`src/ipw_params.svh`:
```
/*
 * Constants of the interrupt priority and standby-wake block: source map,
 * vector addresses and wake-source positions.
 * Assumes inclusion by the package and the block modules by bare name.
 */

`ifndef IPW_PARAMS_SVH
`define IPW_PARAMS_SVH

`define IPW_NUM_SRC 41
`define IPW_NUM_VEC 10
`define IPW_VEC_W 4
`define IPW_ADDR_W 17
`define IPW_ADDR_HI_PAD 10'h000
`define IPW_ADDR_LOW_BITS 3'h3

// First source index of each vector 1..9 (vector 0 starts at 0)
`define IPW_BASE_V1 6'h01
`define IPW_BASE_V2 6'h02
`define IPW_BASE_V3 6'h07
`define IPW_BASE_V4 6'h0a
`define IPW_BASE_V5 6'h0f
`define IPW_BASE_V6 6'h14
`define IPW_BASE_V7 6'h16
`define IPW_BASE_V8 6'h1a
`define IPW_BASE_V9 6'h21

// Vectors that may take the highest level
`define IPW_VEC_PIN_A 4'h0
`define IPW_VEC_PIN_B 4'h1

// Wake-relevant source positions
`define IPW_SRC_PIN_A 0
`define IPW_SRC_PIN_B 1
`define IPW_SRC_PIN_C 2
`define IPW_SRC_PIN_E 4
`define IPW_SRC_BUS_ACTIVE 5
`define IPW_SRC_INFRARED 6
`define IPW_SRC_PIN_F 8
`define IPW_SRC_BASE_TIMER 9
`define IPW_SRC_PORT0 33

// In-service mask bit per level
`define IPW_SVC_LOW 0
`define IPW_SVC_HIGH 1
`define IPW_SVC_TOP 2

`endif

```
`src/ipw_pkg.sv`:
```
/*
 * Types of the interrupt priority and standby-wake block.
 * Assumes ipw_params.svh is on the include path.
 */
`include "ipw_params.svh"

package ipw_pkg;

    // Ordered so that numeric compare gives rank
    typedef enum logic [1:0] {
        IPW_LVL_NONE = 2'h0,
        IPW_LVL_LOW = 2'h1,
        IPW_LVL_HIGH = 2'h2,
        IPW_LVL_TOP = 2'h3
    } ipw_level_t;

    typedef enum logic [3:0] {
        IPW_MODE_RUN = 4'h1,
        IPW_MODE_HALT = 4'h2,
        IPW_MODE_HOLD = 4'h4,
        IPW_MODE_XHOLD = 4'h8
    } ipw_mode_t;

endpackage

```
`src/ipw_arb_if.sv`:
```
/*
 * Carrier between the block's control logic and its arbiter.
 * Assumes the package ipw_pkg is compiled first.
 */
`timescale 1ns/1ps
`include "ipw_params.svh"

interface ipw_arb_if;
    logic [`IPW_NUM_VEC-1:0] pend;
    logic [`IPW_NUM_VEC-1:0] lvl_sel;
    ipw_pkg::ipw_level_t cur_level;
    logic gnt_valid;
    logic [`IPW_VEC_W-1:0] gnt_vec;
    ipw_pkg::ipw_level_t gnt_level;

    modport arb (
        input pend,
        input lvl_sel,
        input cur_level,
        output gnt_valid,
        output gnt_vec,
        output gnt_level
    );

    modport ctl (
        output pend,
        output lvl_sel,
        output cur_level,
        input gnt_valid,
        input gnt_vec,
        input gnt_level
    );
endinterface

```
`src/ipw_top.sv`:
```
/*
 * Interrupt priority and standby-wake block: merges source flags onto vectors,
 * tracks nesting, presents the winner to the core, runs halt/hold/crystal hold.
 * Assumes source flags come from logic on i_sys_clk and are cleared at source;
 * the reset pin is asynchronous to the clock and is synchronised here.
 */
`timescale 1ns/1ps
`include "ipw_params.svh"

module ipw_top #(
    parameter int NUM_SRC = `IPW_NUM_SRC,
    parameter int NUM_VEC = `IPW_NUM_VEC
) (
    // Clock and reset
    input wire logic i_sys_clk,
    input wire logic i_reset,
    // System reset causes
    input wire logic i_reset_pin_n,
    input wire logic i_wdt_reset,
    // Interrupt sources
    input wire logic [NUM_SRC-1:0] i_src_flag,
    input wire logic [NUM_SRC-1:0] i_src_enable,
    input wire logic [NUM_VEC-1:0] i_vec_level_sel,
    // Core interrupt handshake
    input wire logic i_irq_ack,
    input wire logic i_irq_return,
    output logic o_irq_req,
    output logic [`IPW_ADDR_W-1:0] o_irq_vector,
    output ipw_pkg::ipw_level_t o_irq_level,
    output logic [2:0] o_in_service,
    // Standby requests from the core
    input wire logic i_halt_req,
    input wire logic i_hold_req,
    input wire logic i_xtal_hold_req,
    // Standby and clock controls
    output ipw_pkg::ipw_mode_t o_mode,
    output logic o_sys_reset,
    output logic o_cpu_stop,
    output logic o_periph_stop,
    output logic o_base_timer_stop,
    output logic o_pll_stop,
    output logic o_ceramic_oscillator_stop,
    output logic o_rc_osc_stop,
    output logic o_xtal_osc_stop
);

    // Source map and vector table are fixed in size
    if (NUM_SRC != `IPW_NUM_SRC || NUM_VEC != `IPW_NUM_VEC)
    begin
        $error("source map is fixed at its documented size");
    end

    typedef struct packed {
        logic [1:0] res_sync;
        ipw_pkg::ipw_mode_t mode;
        logic [2:0] in_svc;
        logic irq_req;
        logic [`IPW_VEC_W-1:0] irq_vec;
        ipw_pkg::ipw_level_t irq_level;
        logic sys_reset;
        logic cpu_stop;
        logic periph_stop;
        logic bt_stop;
        logic pll_stop;
        logic cf_stop;
        logic rc_stop;
        logic xtal_stop;
    } ipw_state_t;

    ipw_state_t state_r;
    ipw_state_t state_nxt;
    logic [NUM_VEC-1:0] vec_pend;
    logic [NUM_SRC-1:0] src_act;
    logic hold_wake;
    logic xhold_wake;
    logic sys_rst_evt;

    ipw_arb_if arb_bus ();

    ipw_arbiter u_arbiter (
        .bus(arb_bus)
    );

    ////////////////////////////////////////////////////////////////////////////
    // Helpers

    // Vector that a source index belongs to
    function automatic logic [`IPW_VEC_W-1:0] src_vector(input logic [5:0] s);
        if (s >= `IPW_BASE_V9)
            return 4'h9;
        else if (s >= `IPW_BASE_V8)
            return 4'h8;
        else if (s >= `IPW_BASE_V7)
            return 4'h7;
        else if (s >= `IPW_BASE_V6)
            return 4'h6;
        else if (s >= `IPW_BASE_V5)
            return 4'h5;
        else if (s >= `IPW_BASE_V4)
            return 4'h4;
        else if (s >= `IPW_BASE_V3)
            return 4'h3;
        else if (s >= `IPW_BASE_V2)
            return 4'h2;
        else if (s >= `IPW_BASE_V1)
            return 4'h1;
        else
            return 4'h0;
    endfunction

    // Level now in service, from the nesting mask
    function automatic ipw_pkg::ipw_level_t svc_level(input logic [2:0] m);
        if (m[`IPW_SVC_TOP])
            return ipw_pkg::IPW_LVL_TOP;
        else if (m[`IPW_SVC_HIGH])
            return ipw_pkg::IPW_LVL_HIGH;
        else if (m[`IPW_SVC_LOW])
            return ipw_pkg::IPW_LVL_LOW;
        else
            return ipw_pkg::IPW_LVL_NONE;
    endfunction

    // Mask bit of a level
    function automatic logic [2:0] level_bit(input ipw_pkg::ipw_level_t l);
        unique case (l)
            ipw_pkg::IPW_LVL_TOP: return 3'h4;
            ipw_pkg::IPW_LVL_HIGH: return 3'h2;
            ipw_pkg::IPW_LVL_LOW: return 3'h1;
            ipw_pkg::IPW_LVL_NONE: return 3'h0;
        endcase
    endfunction

    ////////////////////////////////////////////////////////////////////////////
    // Source merge and wake decode

    always_comb
    begin
        src_act = i_src_flag & i_src_enable;
        vec_pend = '0;
        // Flags stay pending here until the source itself clears them
        for (int s = 0; s < NUM_SRC; s++)
        begin
            if (src_act[s])
                vec_pend[src_vector(6'(s))] = 1'b1;
        end
        hold_wake = src_act[`IPW_SRC_PIN_A] | src_act[`IPW_SRC_PIN_B]
            | src_act[`IPW_SRC_PIN_C] | src_act[`IPW_SRC_PIN_E]
            | src_act[`IPW_SRC_PIN_F] | src_act[`IPW_SRC_PORT0]
            | src_act[`IPW_SRC_BUS_ACTIVE];
        xhold_wake = hold_wake | src_act[`IPW_SRC_BASE_TIMER]
            | src_act[`IPW_SRC_INFRARED];
        sys_rst_evt = ~state_r.res_sync[1] | i_wdt_reset;
    end

    assign arb_bus.pend = vec_pend;
    assign arb_bus.lvl_sel = i_vec_level_sel;
    assign arb_bus.cur_level = svc_level(state_r.in_svc);

    ////////////////////////////////////////////////////////////////////////////
    // Next state

    always_comb
    begin
        logic [2:0] svc;
        logic [2:0] top_bit;
        svc = state_r.in_svc;
        top_bit = level_bit(svc_level(state_r.in_svc));
        state_nxt = state_r;
        state_nxt.res_sync = {state_r.res_sync[0], i_reset_pin_n};
        state_nxt.sys_reset = sys_rst_evt;

        // Return from service drops the innermost level
        if (i_irq_return)
            svc = svc & ~top_bit;
        if (i_irq_ack && state_r.irq_req)
            svc = svc | level_bit(state_r.irq_level);
        state_nxt.in_svc = svc;

        unique case (state_r.mode)
            ipw_pkg::IPW_MODE_RUN:
            begin
                if (i_xtal_hold_req)
                    state_nxt.mode = ipw_pkg::IPW_MODE_XHOLD;
                else if (i_hold_req)
                    state_nxt.mode = ipw_pkg::IPW_MODE_HOLD;
                else if (i_halt_req)
                    state_nxt.mode = ipw_pkg::IPW_MODE_HALT;
            end
            ipw_pkg::IPW_MODE_HALT:
            begin
                if (|src_act)
                    state_nxt.mode = ipw_pkg::IPW_MODE_RUN;
            end
            ipw_pkg::IPW_MODE_HOLD:
            begin
                if (hold_wake)
                    state_nxt.mode = ipw_pkg::IPW_MODE_RUN;
            end
            ipw_pkg::IPW_MODE_XHOLD:
            begin
                if (xhold_wake)
                    state_nxt.mode = ipw_pkg::IPW_MODE_RUN;
            end
            default:
                state_nxt.mode = ipw_pkg::IPW_MODE_RUN;
        endcase

        // Reset pin or watchdog ends any standby and clears nesting
        if (sys_rst_evt)
        begin
            state_nxt.mode = ipw_pkg::IPW_MODE_RUN;
            state_nxt.in_svc = 3'h0;
        end

        // Offer only while running; drop for a cycle after each ack
        if (state_nxt.mode == ipw_pkg::IPW_MODE_RUN && !sys_rst_evt
            && !(i_irq_ack && state_r.irq_req) && !i_irq_return)
        begin
            state_nxt.irq_req = arb_bus.gnt_valid;
            state_nxt.irq_vec = arb_bus.gnt_vec;
            state_nxt.irq_level = arb_bus.gnt_level;
        end
        else
        begin
            state_nxt.irq_req = 1'b0;
        end

        // Clock and stop controls follow the mode being entered
        unique case (state_nxt.mode)
            ipw_pkg::IPW_MODE_HALT:
            begin
                state_nxt.cpu_stop = 1'b1;
                state_nxt.periph_stop = 1'b0;
                state_nxt.bt_stop = 1'b0;
                state_nxt.pll_stop = state_r.pll_stop;
                state_nxt.cf_stop = state_r.cf_stop;
                state_nxt.rc_stop = state_r.rc_stop;
                state_nxt.xtal_stop = state_r.xtal_stop;
            end
            ipw_pkg::IPW_MODE_HOLD:
            begin
                state_nxt.cpu_stop = 1'b1;
                state_nxt.periph_stop = 1'b1;
                state_nxt.bt_stop = 1'b1;
                state_nxt.pll_stop = 1'b1;
                state_nxt.cf_stop = 1'b1;
                state_nxt.rc_stop = 1'b1;
                state_nxt.xtal_stop = 1'b1;
            end
            ipw_pkg::IPW_MODE_XHOLD:
            begin
                state_nxt.cpu_stop = 1'b1;
                state_nxt.periph_stop = 1'b1;
                state_nxt.bt_stop = 1'b0;
                state_nxt.pll_stop = 1'b1;
                state_nxt.cf_stop = 1'b1;
                state_nxt.rc_stop = 1'b1;
                state_nxt.xtal_stop = state_r.xtal_stop;
            end
            default:
            begin
                state_nxt.cpu_stop = 1'b0;
                state_nxt.periph_stop = 1'b0;
                state_nxt.bt_stop = 1'b0;
                state_nxt.pll_stop = 1'b0;
                state_nxt.cf_stop = 1'b0;
                state_nxt.rc_stop = 1'b0;
                state_nxt.xtal_stop = 1'b0;
            end
        endcase
    end

    ////////////////////////////////////////////////////////////////////////////
    // State register

    always_ff @(posedge i_sys_clk or posedge i_reset)
    begin
        if (i_reset)
        begin
            state_r <= '{
                res_sync: 2'h3,
                mode: ipw_pkg::IPW_MODE_RUN,
                in_svc: 3'h0,
                irq_req: 1'b0,
                irq_vec: '0,
                irq_level: ipw_pkg::IPW_LVL_NONE,
                sys_reset: 1'b0,
                cpu_stop: 1'b0,
                periph_stop: 1'b0,
                bt_stop: 1'b0,
                pll_stop: 1'b0,
                cf_stop: 1'b0,
                rc_stop: 1'b0,
                xtal_stop: 1'b0
            };
        end
        else
        begin
            state_r <= state_nxt;
        end
    end

    ////////////////////////////////////////////////////////////////////////////
    // Outputs

    assign o_irq_req = state_r.irq_req;
    assign o_irq_vector = {`IPW_ADDR_HI_PAD, state_r.irq_vec, `IPW_ADDR_LOW_BITS};
    assign o_irq_level = state_r.irq_level;
    assign o_in_service = state_r.in_svc;
    assign o_mode = state_r.mode;
    assign o_sys_reset = state_r.sys_reset;
    assign o_cpu_stop = state_r.cpu_stop;
    assign o_periph_stop = state_r.periph_stop;
    assign o_base_timer_stop = state_r.bt_stop;
    assign o_pll_stop = state_r.pll_stop;
    assign o_ceramic_oscillator_stop = state_r.cf_stop;
    assign o_rc_osc_stop = state_r.rc_stop;
    assign o_xtal_osc_stop = state_r.xtal_stop;

endmodule

```
`src/ipw_arbiter.sv`:
```
/*
 * Combinational vector arbiter: picks one pending vector by level and address.
 * Assumes the caller registers its result; holds no state of its own.
 */
`timescale 1ns/1ps
`include "ipw_params.svh"

module ipw_arbiter (
    ipw_arb_if.arb bus
);

    // Level a vector takes from its select bit
    function automatic ipw_pkg::ipw_level_t vec_level(
        input logic [`IPW_VEC_W-1:0] v,
        input logic sel
    );
        if (!sel)
            return ipw_pkg::IPW_LVL_LOW;
        else if (v == `IPW_VEC_PIN_A || v == `IPW_VEC_PIN_B)
            return ipw_pkg::IPW_LVL_TOP;
        else
            return ipw_pkg::IPW_LVL_HIGH;
    endfunction

    always_comb
    begin
        ipw_pkg::ipw_level_t lvl;
        lvl = ipw_pkg::IPW_LVL_NONE;
        bus.gnt_valid = 1'b0;
        bus.gnt_vec = '0;
        bus.gnt_level = ipw_pkg::IPW_LVL_NONE;
        // Walk downward so a tie leaves the smallest vector standing
        for (int v = `IPW_NUM_VEC - 1; v >= 0; v--)
        begin
            lvl = vec_level(`IPW_VEC_W'(v), bus.lvl_sel[v]);
            if (bus.pend[v] && lvl > bus.cur_level
                && lvl >= bus.gnt_level)
            begin
                bus.gnt_valid = 1'b1;
                bus.gnt_vec = `IPW_VEC_W'(v);
                bus.gnt_level = lvl;
            end
        end
    end

endmodule

```
`config.mk`:
```
export PLATFORM = sky130hd
export DESIGN_NAME = ipw_top
export DESIGN_NICKNAME = d
export VERILOG_FILES = /design/src/ipw_pkg.sv /design/src/ipw_arb_if.sv /design/src/ipw_top.sv /design/src/ipw_arbiter.sv
export VERILOG_INCLUDE_DIRS = /design/src
export SDC_FILE = /design/constraint.sdc
export NUM_CORES = 1
export LEC_CHECK = 0
export BUFFER_PORTS_ARGS = -buffer_cell sky130_fd_sc_hd__buf_2
export CELL_PAD_IN_SITES_DETAIL_PLACEMENT = 1
export CELL_PAD_IN_SITES_GLOBAL_PLACEMENT = 2
export CORE_AREA = 3 3 99 120
export DETAILED_ROUTE_END_ITERATION = 12
export DIE_AREA = 0 0 102 123
export PLACE_DENSITY = 0.83
export SYNTH_ARGS = -nofsm -noshare
export SYNTH_HDL_FRONTEND = slang
export SYNTH_SLANG_ARGS = --single-unit
```
`constraint.sdc`:
```
create_clock -name i_sys_clk -period 12.8 [get_ports i_sys_clk]
set_clock_uncertainty 0.2 [all_clocks]
set_input_delay 1.92 -clock i_sys_clk [delete_from_list [all_inputs] [get_ports i_sys_clk]]
set_output_delay 1.92 -clock i_sys_clk [all_outputs]
set_load 0.03 [all_outputs]
```
=== Yosys cells after proc, flatten, opt, wreduce, memory -nomap -nowiden ===
Cells that the tools add are included.

* Bits of input ports: 101
* Output and inout bits: 35
* Logic and storage cells: 480
* Bits in registers: 24

* Reductions and logical operators: 72
* Equal/unequal tests: 14
* Multiplexer cells: 222
* Bitwise gates (word level): 56
* Order comparisons: 102

{| class="wikitable"
|+ Operator list
! kind !! number
|-
| 10-bit two-way mux || 41
|-
| 10-bit bitwise OR || 40
|-
| 4-bit two-way mux || 57
|-
| 4-bit by 5-bit < comparator with 1-bit output, second input constant || 41
|-
| 1-bit demux with 4-bit select || 41
|-
| 4-bit by 1-bit >= comparator with 1-bit output, second input constant || 41
|-
| 1-bit logical AND || 65
|-
| 1-bit two-way mux || 53
|-
| 2-bit two-way mux || 22
|-
| 41-bit bitwise AND || 1
|-
| 41-bit OR reduction || 1
|-
| 3-bit case mux with 4 select lines || 2
|-
| 7-bit case mux with 3 select lines || 1
|-
| 2-bit greater-than comparator || 10
|-
| 2-bit >= comparator || 9
|-
| 4-bit case mux with 4 select lines || 1
|-
| 3-bit two-way mux || 3
|-
| 1-bit bitwise OR || 9
|-
| 2-bit equality test, second input constant || 4
|-
| 4-bit by 1-bit equality test with 1-bit output, second input constant || 2
|-
| 4-bit by 2-bit equality test with 1-bit output, second input constant || 2
|-
| 4-bit by 3-bit equality test with 1-bit output, second input constant || 2
|-
| 4-bit equality test, second input constant || 2
|-
| 7-bit two-way mux || 1
|-
| other kinds (9) || 15
|}

=== Logic depth before layout (Yosys ltp) ===
Gate-level depths: netlist (run 1).

* Word-level depth: 118
* Depth in mapped cells: 49
* Gate-level depth less buffers: 48

=== Modules after synthesis ===
Synthesis (run 1) repeated with hierarchy kept, for this count alone.

* Cell total of the unflattened synthesis: 302
* Area, all modules: 2602.5 um^2

{| class="wikitable"
|+ Modules (own cells, without submodules)
! module !! cells an instance !! seq. area each (um^2) !! instances !! area each (um^2)
|-
| ipw_top || 150 || 554.3 || 1 || 1421.4
|-
| ipw_arbiter || 152 || 0.0 || 1 || 1181.1
|}

=== Worst setup path after synthesis (run 1) ===
OpenSTA, ideal clock, no wires.

* Path kind: input to register
* Start point: in i_vec_level_sel[9]
* End point: reg state_r (netlist bit o_irq_vector[4])
* Setup time: 0.121 ns
* Slack: 1.748 ns
* Cell stages on the path: 47
* Buffers on the path: 1
* Arrival time: 10.731 ns
* Required time: 12.479 ns
* Cell sequence: ha_1 > nor2b_1 > o21ai_0 > a211oi_1 > ha_1 > nand2b_1 > a21oi_1 > a2111o_1 > mux2_2 > ha_1 > nand2b_1 > a2111oi_0 > a221o_1 > o21ai_0 > inv_1 > ha_1 > nand2b_1 > a21oi_1 > (+11 left out) > and2_2 > or2_2 > nand2_1 > ha_1 > nand2b_1 > nand2_1 > nor2_1 > a31o_2 > ha_1 > nand2b_1 > a21oi_1 > a211o_1 > buf_4 > inv_1 > nor3_1 > a211oi_4 > and2b_1 > a22o_1

* Longest elaborated chain between the ends: 32

{| class="wikitable"
|+ RTL lines
! item !! line !! source
|-
| from (decl) || ipw_top.sv:23 || <nowiki>input wire logic [NUM_VEC-1:0] i_vec_level_sel,</nowiki>
|-
| 2-bit two-way mux * || ipw_arbiter.sv:17 || <nowiki>if (!sel)</nowiki>
|-
| 2-bit greater-than comparator || ipw_arbiter.sv:36 || <nowiki>if (bus.pend[v] && lvl > bus.cur_level</nowiki>
|-
| 1-bit logical AND || ipw_arbiter.sv:36 ||
|-
| 1-bit logical AND || ipw_arbiter.sv:37 || <nowiki>&& lvl >= bus.gnt_level)</nowiki>
|-
| 2-bit two-way mux * || ipw_arbiter.sv:36 ||
|-
| 2-bit >= comparator || ipw_arbiter.sv:37 ||
|-
| 1-bit logical AND || ipw_arbiter.sv:37 ||
|-
| 2-bit two-way mux || ipw_arbiter.sv:36 ||
|-
| (+16 left out) || n/a ||
|-
| 1-bit logical AND || ipw_arbiter.sv:37 ||
|-
| 2-bit two-way mux || ipw_arbiter.sv:36 ||
|-
| 2-bit >= comparator || ipw_arbiter.sv:37 ||
|-
| 1-bit logical AND || ipw_arbiter.sv:37 ||
|-
| 2-bit two-way mux || ipw_arbiter.sv:36 ||
|-
| 2-bit >= comparator || ipw_arbiter.sv:37 ||
|-
| 1-bit logical AND || ipw_arbiter.sv:37 ||
|-
| 4-bit two-way mux * || ipw_arbiter.sv:36 ||
|-
| to (signal assigned) || ipw_top.sv:280 || <nowiki>state_r <= '{</nowiki>
|-
| to (signal assigned) || ipw_top.sv:299 || <nowiki>state_r <= state_nxt;</nowiki>
|-
| to (decl) || ipw_top.sv:70 || <nowiki>ipw_state_t state_r;</nowiki>
|}

Every way passes the cells marked *; elsewhere a longest branch is shown, timed or not.
A chain may end at the register's enable or synchronous reset.

=== Worst setup path after layout (run 1) ===
Same ends and word-level chain as after synthesis.

==> results of run 1 <==
-- cells in the final DEF, fill, tap and decap left out, types with 4 or more instances in the layout --
master,instances
and3_1,4
a22oi_1,9
o21ai_0,10
ha_1,30
buf_4,4
nor2_1,18
a21oi_1,17
nor2b_1,7
buf_2,122
nand2b_1,15
conb_1,13
o211ai_1,4
a222oi_1,5
dfrtp_1,19
inv_1,18
nand4_1,5
nor3_1,9
nand2_1,37
-- path summary, 6_finish.rpt --
| check | to | slack, ns | depth (start not counted) |
|---|---|---|---|
| min reg2reg | state_r[23] | 0.16 | 0 |
| max reg2reg | o_irq_vector[4] | 1.95 | 50 |
| min | state_r[23] | 0.16 | 0 |
| max in group asynchronous | o_sys_reset | 10.27 | 2 |
| max | o_irq_vector[4] | 0.93 | 48 |
| min in group asynchronous | o_in_service[2] | 1.62 | 2 |
-- report_power, final --
part	internal, mW	total [mW]	switching (mW)
clock network	0.0476	0.0708	0.0232
logic	0.0701	0.172	0.102
registers	0.0790	0.0871	0.00804
-- through the flow --
stage	area (um2)	cells	util, %	worst slack, ns	hold WS (ns)
6_report	3398	561	31.09	0.9272	0.1553
5_1_grt	3398	561	31.09	0.04666	0.1601
4_1_cts	3383	559	30.95	0.7977	0.1565
3_5_place_dp	3294	555	30.14	0.5343	0.1479
3_3_place_gp	3294	555	30.14	0.9175	0.1463
2_1_floorplan	2748	332	-	1.748	0.1452
-- cell families after synthesis --
family	count (synthesis)
AO/OA/AOI/OAI	93
XOR/XNOR	1
adder cells (fa/ha/maj)	30
buffers and inverters	51
flip-flops	22
multiplexers	3
other	2
AND/OR/NAND/NOR	119
-- what timing repair did --
item | 4_1_cts | 5_1_grt
setup endpoints to repair | 0 | 3
resized for setup | 0 | 1
buffers inserted | 0 | 2
-- cell type report --
type                    instances  area (um2)  share of cell area (%)
clock buffers                   4       88.84                   2.614
inverters                      18       67.56                   1.988
multi-input cells             259        1882                   55.38
flip-flops and latches         22       554.3                   16.31
well taps                     132       165.2                   4.860
repair buffers                126       640.6                   18.85
-- flip-flops by register name (all words and copies together), names as in the netlist, 2 cells and up --
register      count
o_irq_vector      4
o_mode            4
o_in_service      3
o_irq_level       2
-- per-layer routing --
layer / vias up / wire length, um / part of all wire, %
met4: 0 / 38 / 0.44
met1: 1349 / 3479 / 41
li1: 1384 / - / -
met3: 4 / 409 / 4.8
met5: - / 0 / 0
met2: 80 / 4623 / 54
==> run metrics, run 1 <==
filler instances=1347; clock sink total=22; CTS tree=yes; hold-fix buffers at CTS=0; Core Area=10930 um2; H-Tree Level Count=1; YS warnings=0; Synth cell types=69; Synth top cells by count=37 x nand2_1, 30 x ha_1, 29 x buf_4; antenna-violating nets left=0; IO buf count=122; Critical Path RT=12.74 ns; period utilisation layout=92.76%; GRT met2 Usage=25.98%; cell taking the most area after synthesis=dfrtp_1; met3 Usage GRT=1.298%; Boundary Pins=136; multiplexer share of the synthesized area=1.248%; vias per std cell=5.021; max-slew violations=0; startpoint types=primary input; Final GP Congestion=0.8082; cells after synthesis=321; via count=2817; RSZ-0062 raised after global routing=false; Fin. Hold Viols=0; clk buf depth=2; post-synth top area share=17.57%; top cells by area, synth=dfrtp_1 18%, ha_1 14%, buf_4 8.0%; HPWL after detailed placement=7.399 mm; worst min path class=flip-flop to flip-flop; area of the die=12550 um2; setup_tns=0 ns; All-Layer GR Usage=12.89%; synthesized area per cell=8.431 um2; met1 usage=14.93%; Die H=123 um; LEAKAGE=1.663 nW; vias in the first global route=2849; Seq/Total Area, Yosys=20.48%; diode count=0; number of enable flip-flop cells after synthesis=0; DRC Markers=0; CP max FO=9; Routed WL per cell=15.24 um; Routed WL=8.550 mm; Synth Area in Simple Gates=23.62%; Synth Register Bits=22; post-synthesis compound-gate area fraction=28.66%; CTS Root Cell=clkbuf_16; worst-margin pin slew=0.8104 ns; minimum clock period after layout=11.87 ns; fmax=0.08423 GHz; slowest CP cell=mux2_2; Die X=102 um; max cap viols=0; Area Growth Syn to Fin=25.57%; predominant post-synthesis flop cell=dfrtp_1; First-pass DRT Iterations=4; Starting Density=24.76%; TritonCTS buffer count=3; # setup viols final=0; CP max stage delay=0.37 ns; most frequent CP cell=ha_1; PwrDens=97.01 nW/um2; worst path bufs/invs=4; critical path class=primary input to flip-flop; Worst Setup End Kind=flip-flop; Post-Synth XOR/XNOR Area=0.3236%; Final nets=561; GRT Residual Overflow=0; CTS clk-pin slew, worst paths=0.06 ns; Slew HR=45.92%; most common cell in the synthesized netlist=nand2_1; Total Power=0.3297 mW; cell family with most CP delay=compound AO/OA/AOI/OAI gates; status=complete, no violations; adder-cell share of the synthesized area=13.87%; largest family of logic cells by synthesized area=compound AO/OA/AOI/OAI gates; clock latency on the worst-skew pair=0.25 ns; largest net degree at the start of global routing=23; first-pass GRT wire length=13.28 mm; Worst VDD drop=0.05525 mV; Hold Startpoint=state_nxt[23]; Data arrival, critical path=11.81 ns; row count=42; mapped cell area=2706 um2; ratio of cells with drive above 1 in the final layout=37.06%; ys async rst share=100.0%; initial antenna violation count=0; Crit Reg-Reg Startpoint=o_in_service[2]; global route hottest layer=met2; drt first-iter violations=108; Worst Setup SP=i_vec_level_sel[9]
(Power assumes the default switching activity.)
==> run 2: changes to the inputs <==
- ABC_AREA: default -> 1
- CORE_AREA: 3 3 99 120 -> 3 3 102 124
- CTS_CLUSTER_SIZE: default -> 14
- DIE_AREA: 0 0 102 123 -> 0 0 105 127
- PLACE_DENSITY: 0.83 -> 0.84
==> run 2 against run 1 <==
Compared with the run above:
- cell area rose by 2.9%
- hold slack improved by 0.0012 ns
- sequential cell count did not move
- routed wire length fell by 2.7%
- power rose by 0.19%
- worst setup slack improved by 1.5 ns
- count of clock-buffer cells in the layout did not move
- critical path depth rose by 22
- largest power group unchanged
==> run metrics, run 2 <==
H-Tree Level Count=1 (unchanged); Worst Setup SP=i_vec_level_sel[9] (unchanged); number of enable flip-flop cells after synthesis=0 (unchanged); HPWL after detailed placement=7.504 mm (was 7.399 mm); mapped cell area=2763 um2 (was 2706 um2); ratio of cells with drive above 1 in the final layout=34.17% (was 37.06%); TritonCTS buffer count=3 (unchanged); period utilisation layout=81.27% (was 92.76%); CP max stage delay=0.36 ns (was 0.37 ns); max cap viols=0 (unchanged); Gates resized, CTS repair=0 (unchanged); max-slew violations=0 (unchanged); Synth Register Bits=22 (unchanged); initial antenna violation count=0 (unchanged); worst min path class=flip-flop to flip-flop (unchanged); CTS clk-pin slew, worst paths=0.06 ns (about the same); Core Area=11510 um2 (was 10930 um2); Worst Setup End Kind=flip-flop (unchanged); DRC Markers=0 (unchanged); Seq/Total Area, Yosys=20.06% (was 20.48%); clock sink total=22 (unchanged); post-synth top area share=17.21% (was 17.57%); IO buf count=122 (unchanged); Total Power=0.3303 mW (was 0.3297 mW); Die X=105 um (was 102 um); vias per std cell=4.259 (was 5.021); hold-fix buffers at CTS=0 (unchanged); RSZ-0062 raised after global routing=false (unchanged); Worst VDD drop=0.06680 mV (was 0.05525 mV); ys async rst share=100.0% (unchanged); filler instances=1523 (was 1347); commonest non-fill, non-tap cells in the layout=122 x buf_2, 103 x nand2_1, 70 x inv_1, 37 x nor2_1, 30 x ha_1 (was 122 x buf_2, 37 x nand2_1, 30 x ha_1, 19 x dfrtp_1); Placed Cells=668 (was 555); YS warnings=0 (unchanged); PwrDens=94.44 nW/um2 (was 97.01 nW/um2); area of the die=13340 um2 (was 12550 um2); fmax=0.09613 GHz (was 0.08423 GHz); critical path class=primary input to flip-flop (unchanged); clk buf depth=2 (unchanged); Final nets=647 (was 561); First-pass DRT Iterations=4 (unchanged); Synth top cells by count=103 x nand2_1, 70 x inv_1, 37 x nor2_1 (was 37 x nand2_1, 30 x ha_1, 29 x buf_4); antenna-violating nets left=0 (unchanged); most common cell in the synthesized netlist=nand2_1 (unchanged); Data arrival, critical path=10.34 ns (was 11.81 ns); most common cell after layout, fill and taps aside=buf_2 (unchanged); All-Layer GR Usage=12.27% (was 12.89%); Starting Density=23.99% (was 24.76%); Crit Reg-Reg Startpoint=o_in_service[1] (was o_in_service[2]); synthesized area per cell=6.821 um2 (was 8.431 um2); slowest CP cell=o311a_1 (was mux2_2); Die H=127 um (was 123 um); largest net degree at the start of global routing=23 (unchanged); cell taking the most area after synthesis=dfrtp_1 (unchanged); first-pass GRT wire length=13.79 mm (was 13.28 mm); most frequent CP cell=nand2_1 (was ha_1); top cells by area, synth=dfrtp_1 17%, nand2_1 14%, ha_1 14% (was dfrtp_1 18%, ha_1 14%, buf_4 8.0%); Final GP Congestion=0.7658 (was 0.8082); diode count=0 (unchanged); row count=43 (was 42); Synth cell types=41 (was 69); Routed WL=8.320 mm (was 8.550 mm); startpoint types=primary input (unchanged); predominant post-synthesis flop cell=dfrtp_1 (unchanged); Critical Path RT=12.73 ns (was 12.74 ns); worst path bufs/invs=16 (was 4); minimum clock period after layout=10.40 ns (was 11.87 ns); # setup viols final=0 (unchanged); Hold Startpoint=state_nxt[23] (unchanged); CTS Root Cell=clkbuf_16 (unchanged); Post-CTS Setup Bufs=0 (unchanged); setup_tns=0 ns (unchanged); drt first-iter violations=38 (was 108); Routed WL per cell=12.38 um (was 15.24 um); final cell count without fillers=672 (was 561); clock latency on the worst-skew pair=0.25 ns (about the same); GRT Residual Overflow=0 (unchanged); LEAKAGE=2.038 nW (was 1.663 nW); CP max FO=6 (was 9); via count=2862 (was 2817); cell family with most CP delay=simple AND/OR/NAND/NOR gates (was compound AO/OA/AOI/OAI gates); Boundary Pins=136 (unchanged); Slew HR=46.15% (was 45.92%); hold slack=0.1564 ns (was 0.1553 ns); CTS tree=yes (unchanged); vias in the first global route=3026 (was 2849); Fin. Hold Viols=0 (unchanged); Area Growth Syn to Fin=26.58% (was 25.57%); cells after synthesis=405 (was 321); status=complete, no violations (unchanged); worst-margin pin slew=0.8068 ns (was 0.8104 ns)
==> run 2: power by group <==
group,internal (mW),switching [mW]
logic,0.0609,0.114
clock network,0.0476,0.0224
registers,0.0791,0.00664
==> run 2: path summary, 6_finish.rpt <==
kind	to	slack [ns]	depth (start not counted)
max	o_irq_vector[4]	2.40	70
min	state_r[23]	0.16	0
max reg2reg	o_irq_vector[4]	3.33	71
min reg2reg	state_r[23]	0.16	0
max in group asynchronous	o_mode[2]	10.28	2
min in group asynchronous	o_irq_level[1]	1.62	2
==> run 2: logic make-up after synthesis <==
logic type | share of synthesized area [%]
buffers and inverters | 17.66
DFF | 20.06
other | 0.2718
adders and majority gates | 13.59
AOI/OAI and AO/OA | 13.00
and+or+nand+nor | 35.42
==> run 2: through the flow <==
step                util, %  cell area, um2  worst slack [ns]
finish                30.37            3497             2.398
global route          30.37            3497             1.502
CTS                   30.37            3497             2.372
detailed placement    29.60            3408             2.111
global placement      29.60            3408             2.521
floorplan                 -            2804             3.288
==> run 2: layout make-up <==
cell class              instances  area, um2  area share, %
well taps                     157      196.4          5.617
flip-flops and latches         22      554.3          15.85
repair buffers                123      618.1          17.67
multi-input cells             292       1762          50.38
inverters                      74      277.8          7.943
clock buffers                   4      88.84          2.540
==> run 2: layer usage <==
layer	vias to the layer above	GRT usage (%)	part of all wire (%)
met5	-	0	0
met4	0	2.625	1.8
met3	10	1.162	4.4
met2	74	24.59	55
met1	1309	13.85	39
li1	1469	-	-
==> run 3: changes to the inputs <==
- clock period: 12.8 -> 10.65 ns (I/O delays scaled with it)
==> run 3 against run 2 <==
Compared with the run above:
- cell area rose by 1.9%
- first-iteration DRC count up 18%
- power increased by 29%
- register-to-register slack got worse by 1.8 ns
- combinational power grew 24%
- utilization is 0.59 points higher
- critical path type unchanged
- largest cell class unchanged
- highest routed layer unchanged
==> run metrics, run 3 (synthesis results as in run 2) <==
HPWL after detailed placement=7.288 mm (was 7.504 mm); LEAKAGE=2.066 nW (was 2.038 nW); IO buf count=122 (unchanged); CTS tree=yes (unchanged); met3 Usage GRT=1.112% (was 1.162%); Starting Density=23.99% (unchanged); most frequent CP cell=nand2_1 (unchanged); hold-fix buffers at CTS=0 (unchanged); RSZ-0062 raised after global routing=false (unchanged); global route hottest layer=met2 (unchanged); Routed WL per cell=12.31 um (was 12.38 um); vias per std cell=4.268 (was 4.259); Die H=127 um (unchanged); clock latency on the worst-skew pair=0.25 ns (about the same); CTS clk-pin slew, worst paths=0.06 ns (about the same); row count=43 (unchanged); fmax=0.1032 GHz; fin util=30.96% (was 30.37%); minimum clock period after layout=9.690 ns; Place WS=0.3937 ns (was 2.111 ns); most common cell after layout, fill and taps aside=buf_2 (unchanged); initial antenna violation count=0 (unchanged); Core Area=11510 um2 (unchanged); Placed Cells=668 (unchanged); GRT met2 Usage=25.20% (was 24.59%); All-Layer GR Usage=12.14% (was 12.27%); critical path class=primary input to flip-flop (unchanged); Die X=105 um (unchanged); CTS Root Cell=clkbuf_16 (unchanged); cell area after layout=3565 um2 (was 3497 um2); dpl cell area=3408 um2 (unchanged); final setup margin=0.9596 ns (was 2.398 ns); Fin. Hold Viols=0 (unchanged); startpoint types=primary input (unchanged); CP max stage delay=0.36 ns (about the same); max-slew violations=0 (unchanged); largest net degree at the start of global routing=23 (unchanged); Data arrival, critical path=9.63 ns (was 10.34 ns); via count=2885 (was 2862); hold slack=0.1598 ns (was 0.1564 ns); Final GP Congestion=0.7395 (was 0.7658); Slew HR=45.28% (was 46.15%); TritonCTS buffer count=3 (unchanged); Final nets=651 (was 647); Routed WL=8.319 mm (was 8.320 mm); H-Tree Level Count=1 (unchanged); Worst VDD drop=0.08091 mV (was 0.06680 mV); # setup viols final=0 (unchanged); Total Power=0.4244 mW (was 0.3303 mW); Worst Setup End Kind=flip-flop (unchanged); First-pass DRT Iterations=4 (unchanged); area of the die=13340 um2 (unchanged); worst-margin pin slew=0.8200 ns (was 0.8068 ns); Boundary Pins=136 (unchanged); period utilisation layout=90.99%; DRC Markers=0 (unchanged); GRT Residual Overflow=0 (unchanged); CP max FO=6 (unchanged); status=complete, no violations (unchanged); clock sink total=22 (unchanged); commonest non-fill, non-tap cells in the layout=122 x buf_2, 100 x nand2_1, 70 x inv_1, 37 x nor2_1, 30 x ha_1 (was 122 x buf_2, 103 x nand2_1, 70 x inv_1, 37 x nor2_1, 30 x ha_1); Area Growth Syn to Fin=29.03% (was 26.58%); final cell count without fillers=676 (was 672); ratio of cells with drive above 1 in the final layout=35.65% (was 34.17%); setup_tns=0 ns (unchanged); vias in the first global route=3053 (was 3026); slowest CP cell=o311a_1 (unchanged); met1 usage=13.60% (was 13.85%); PwrDens=119.1 nW/um2 (was 94.44 nW/um2); diode count=0 (unchanged); drt first-iter violations=45 (was 38); worst min path class=flip-flop to flip-flop (unchanged); antenna-violating nets left=0 (unchanged); first-pass GRT wire length=13.70 mm (was 13.79 mm); max cap viols=0 (unchanged); clk buf depth=2 (unchanged); Critical Path RT=10.59 ns (was 12.73 ns)
==> run 3: layout make-up <==
type                            instances  area (um2)
Fill cell                            1536        7949
Clock buffer                            3       75.07
Inverter                               74       277.8
Timing Repair Buffer                  127       648.1
Sequential cell                        22       554.3
Clock inverter                          1       30.03
Multi-Input combinational cell        292        1783
Tap cell                              157       196.4
==> run 3: critical path, delay by kind of cell <==
kind | cells | cell delay [ns]
AOI/OAI and AO/OA | 14 | 1.92
adders and majority gates | 8 | 2.13
buffers and inverters | 16 | 0.89
and+or+nand+nor | 33 | 3.09
==> run 3: final timing paths <==
check | start | to | slack (ns) | depth (start not counted)
worst max-delay path | i_vec_level_sel[9] | o_irq_vector[4] | 0.96 | 71
worst min-delay path | state_nxt[23] | state_r[23] | 0.16 | 0
worst max register to register | o_in_service[1] | o_irq_vector[4] | 1.54 | 72
worst min register to register | state_nxt[23] | state_r[23] | 0.16 | 0
max in group asynchronous | i_reset | o_irq_level[1] | 8.44 | 2
min in group asynchronous | i_reset | o_irq_req | 1.30 | 2
==> run 3: where the power goes <==
part / internal (mW) / switching, mW / leakage [nW]
clock network: 0.0746 / 0.0290 / 0.0511
logic: 0.0793 / 0.138 / 1.74
registers: 0.0951 / 0.00869 / 0.279
==> run 3: per-layer routing <==
layer,routed length (um),vias to the layer above
li1,-,1478
met1,3238,1326
met2,4687,79
met3,374,2
met4,18,0
met5,0,-
==> run 3: what timing repair did <==
item	CTS	global route
resized for setup	0	6
setup endpoints to repair	0	7
endpoints found under the hold margin	0	0
setup buffers	0	4
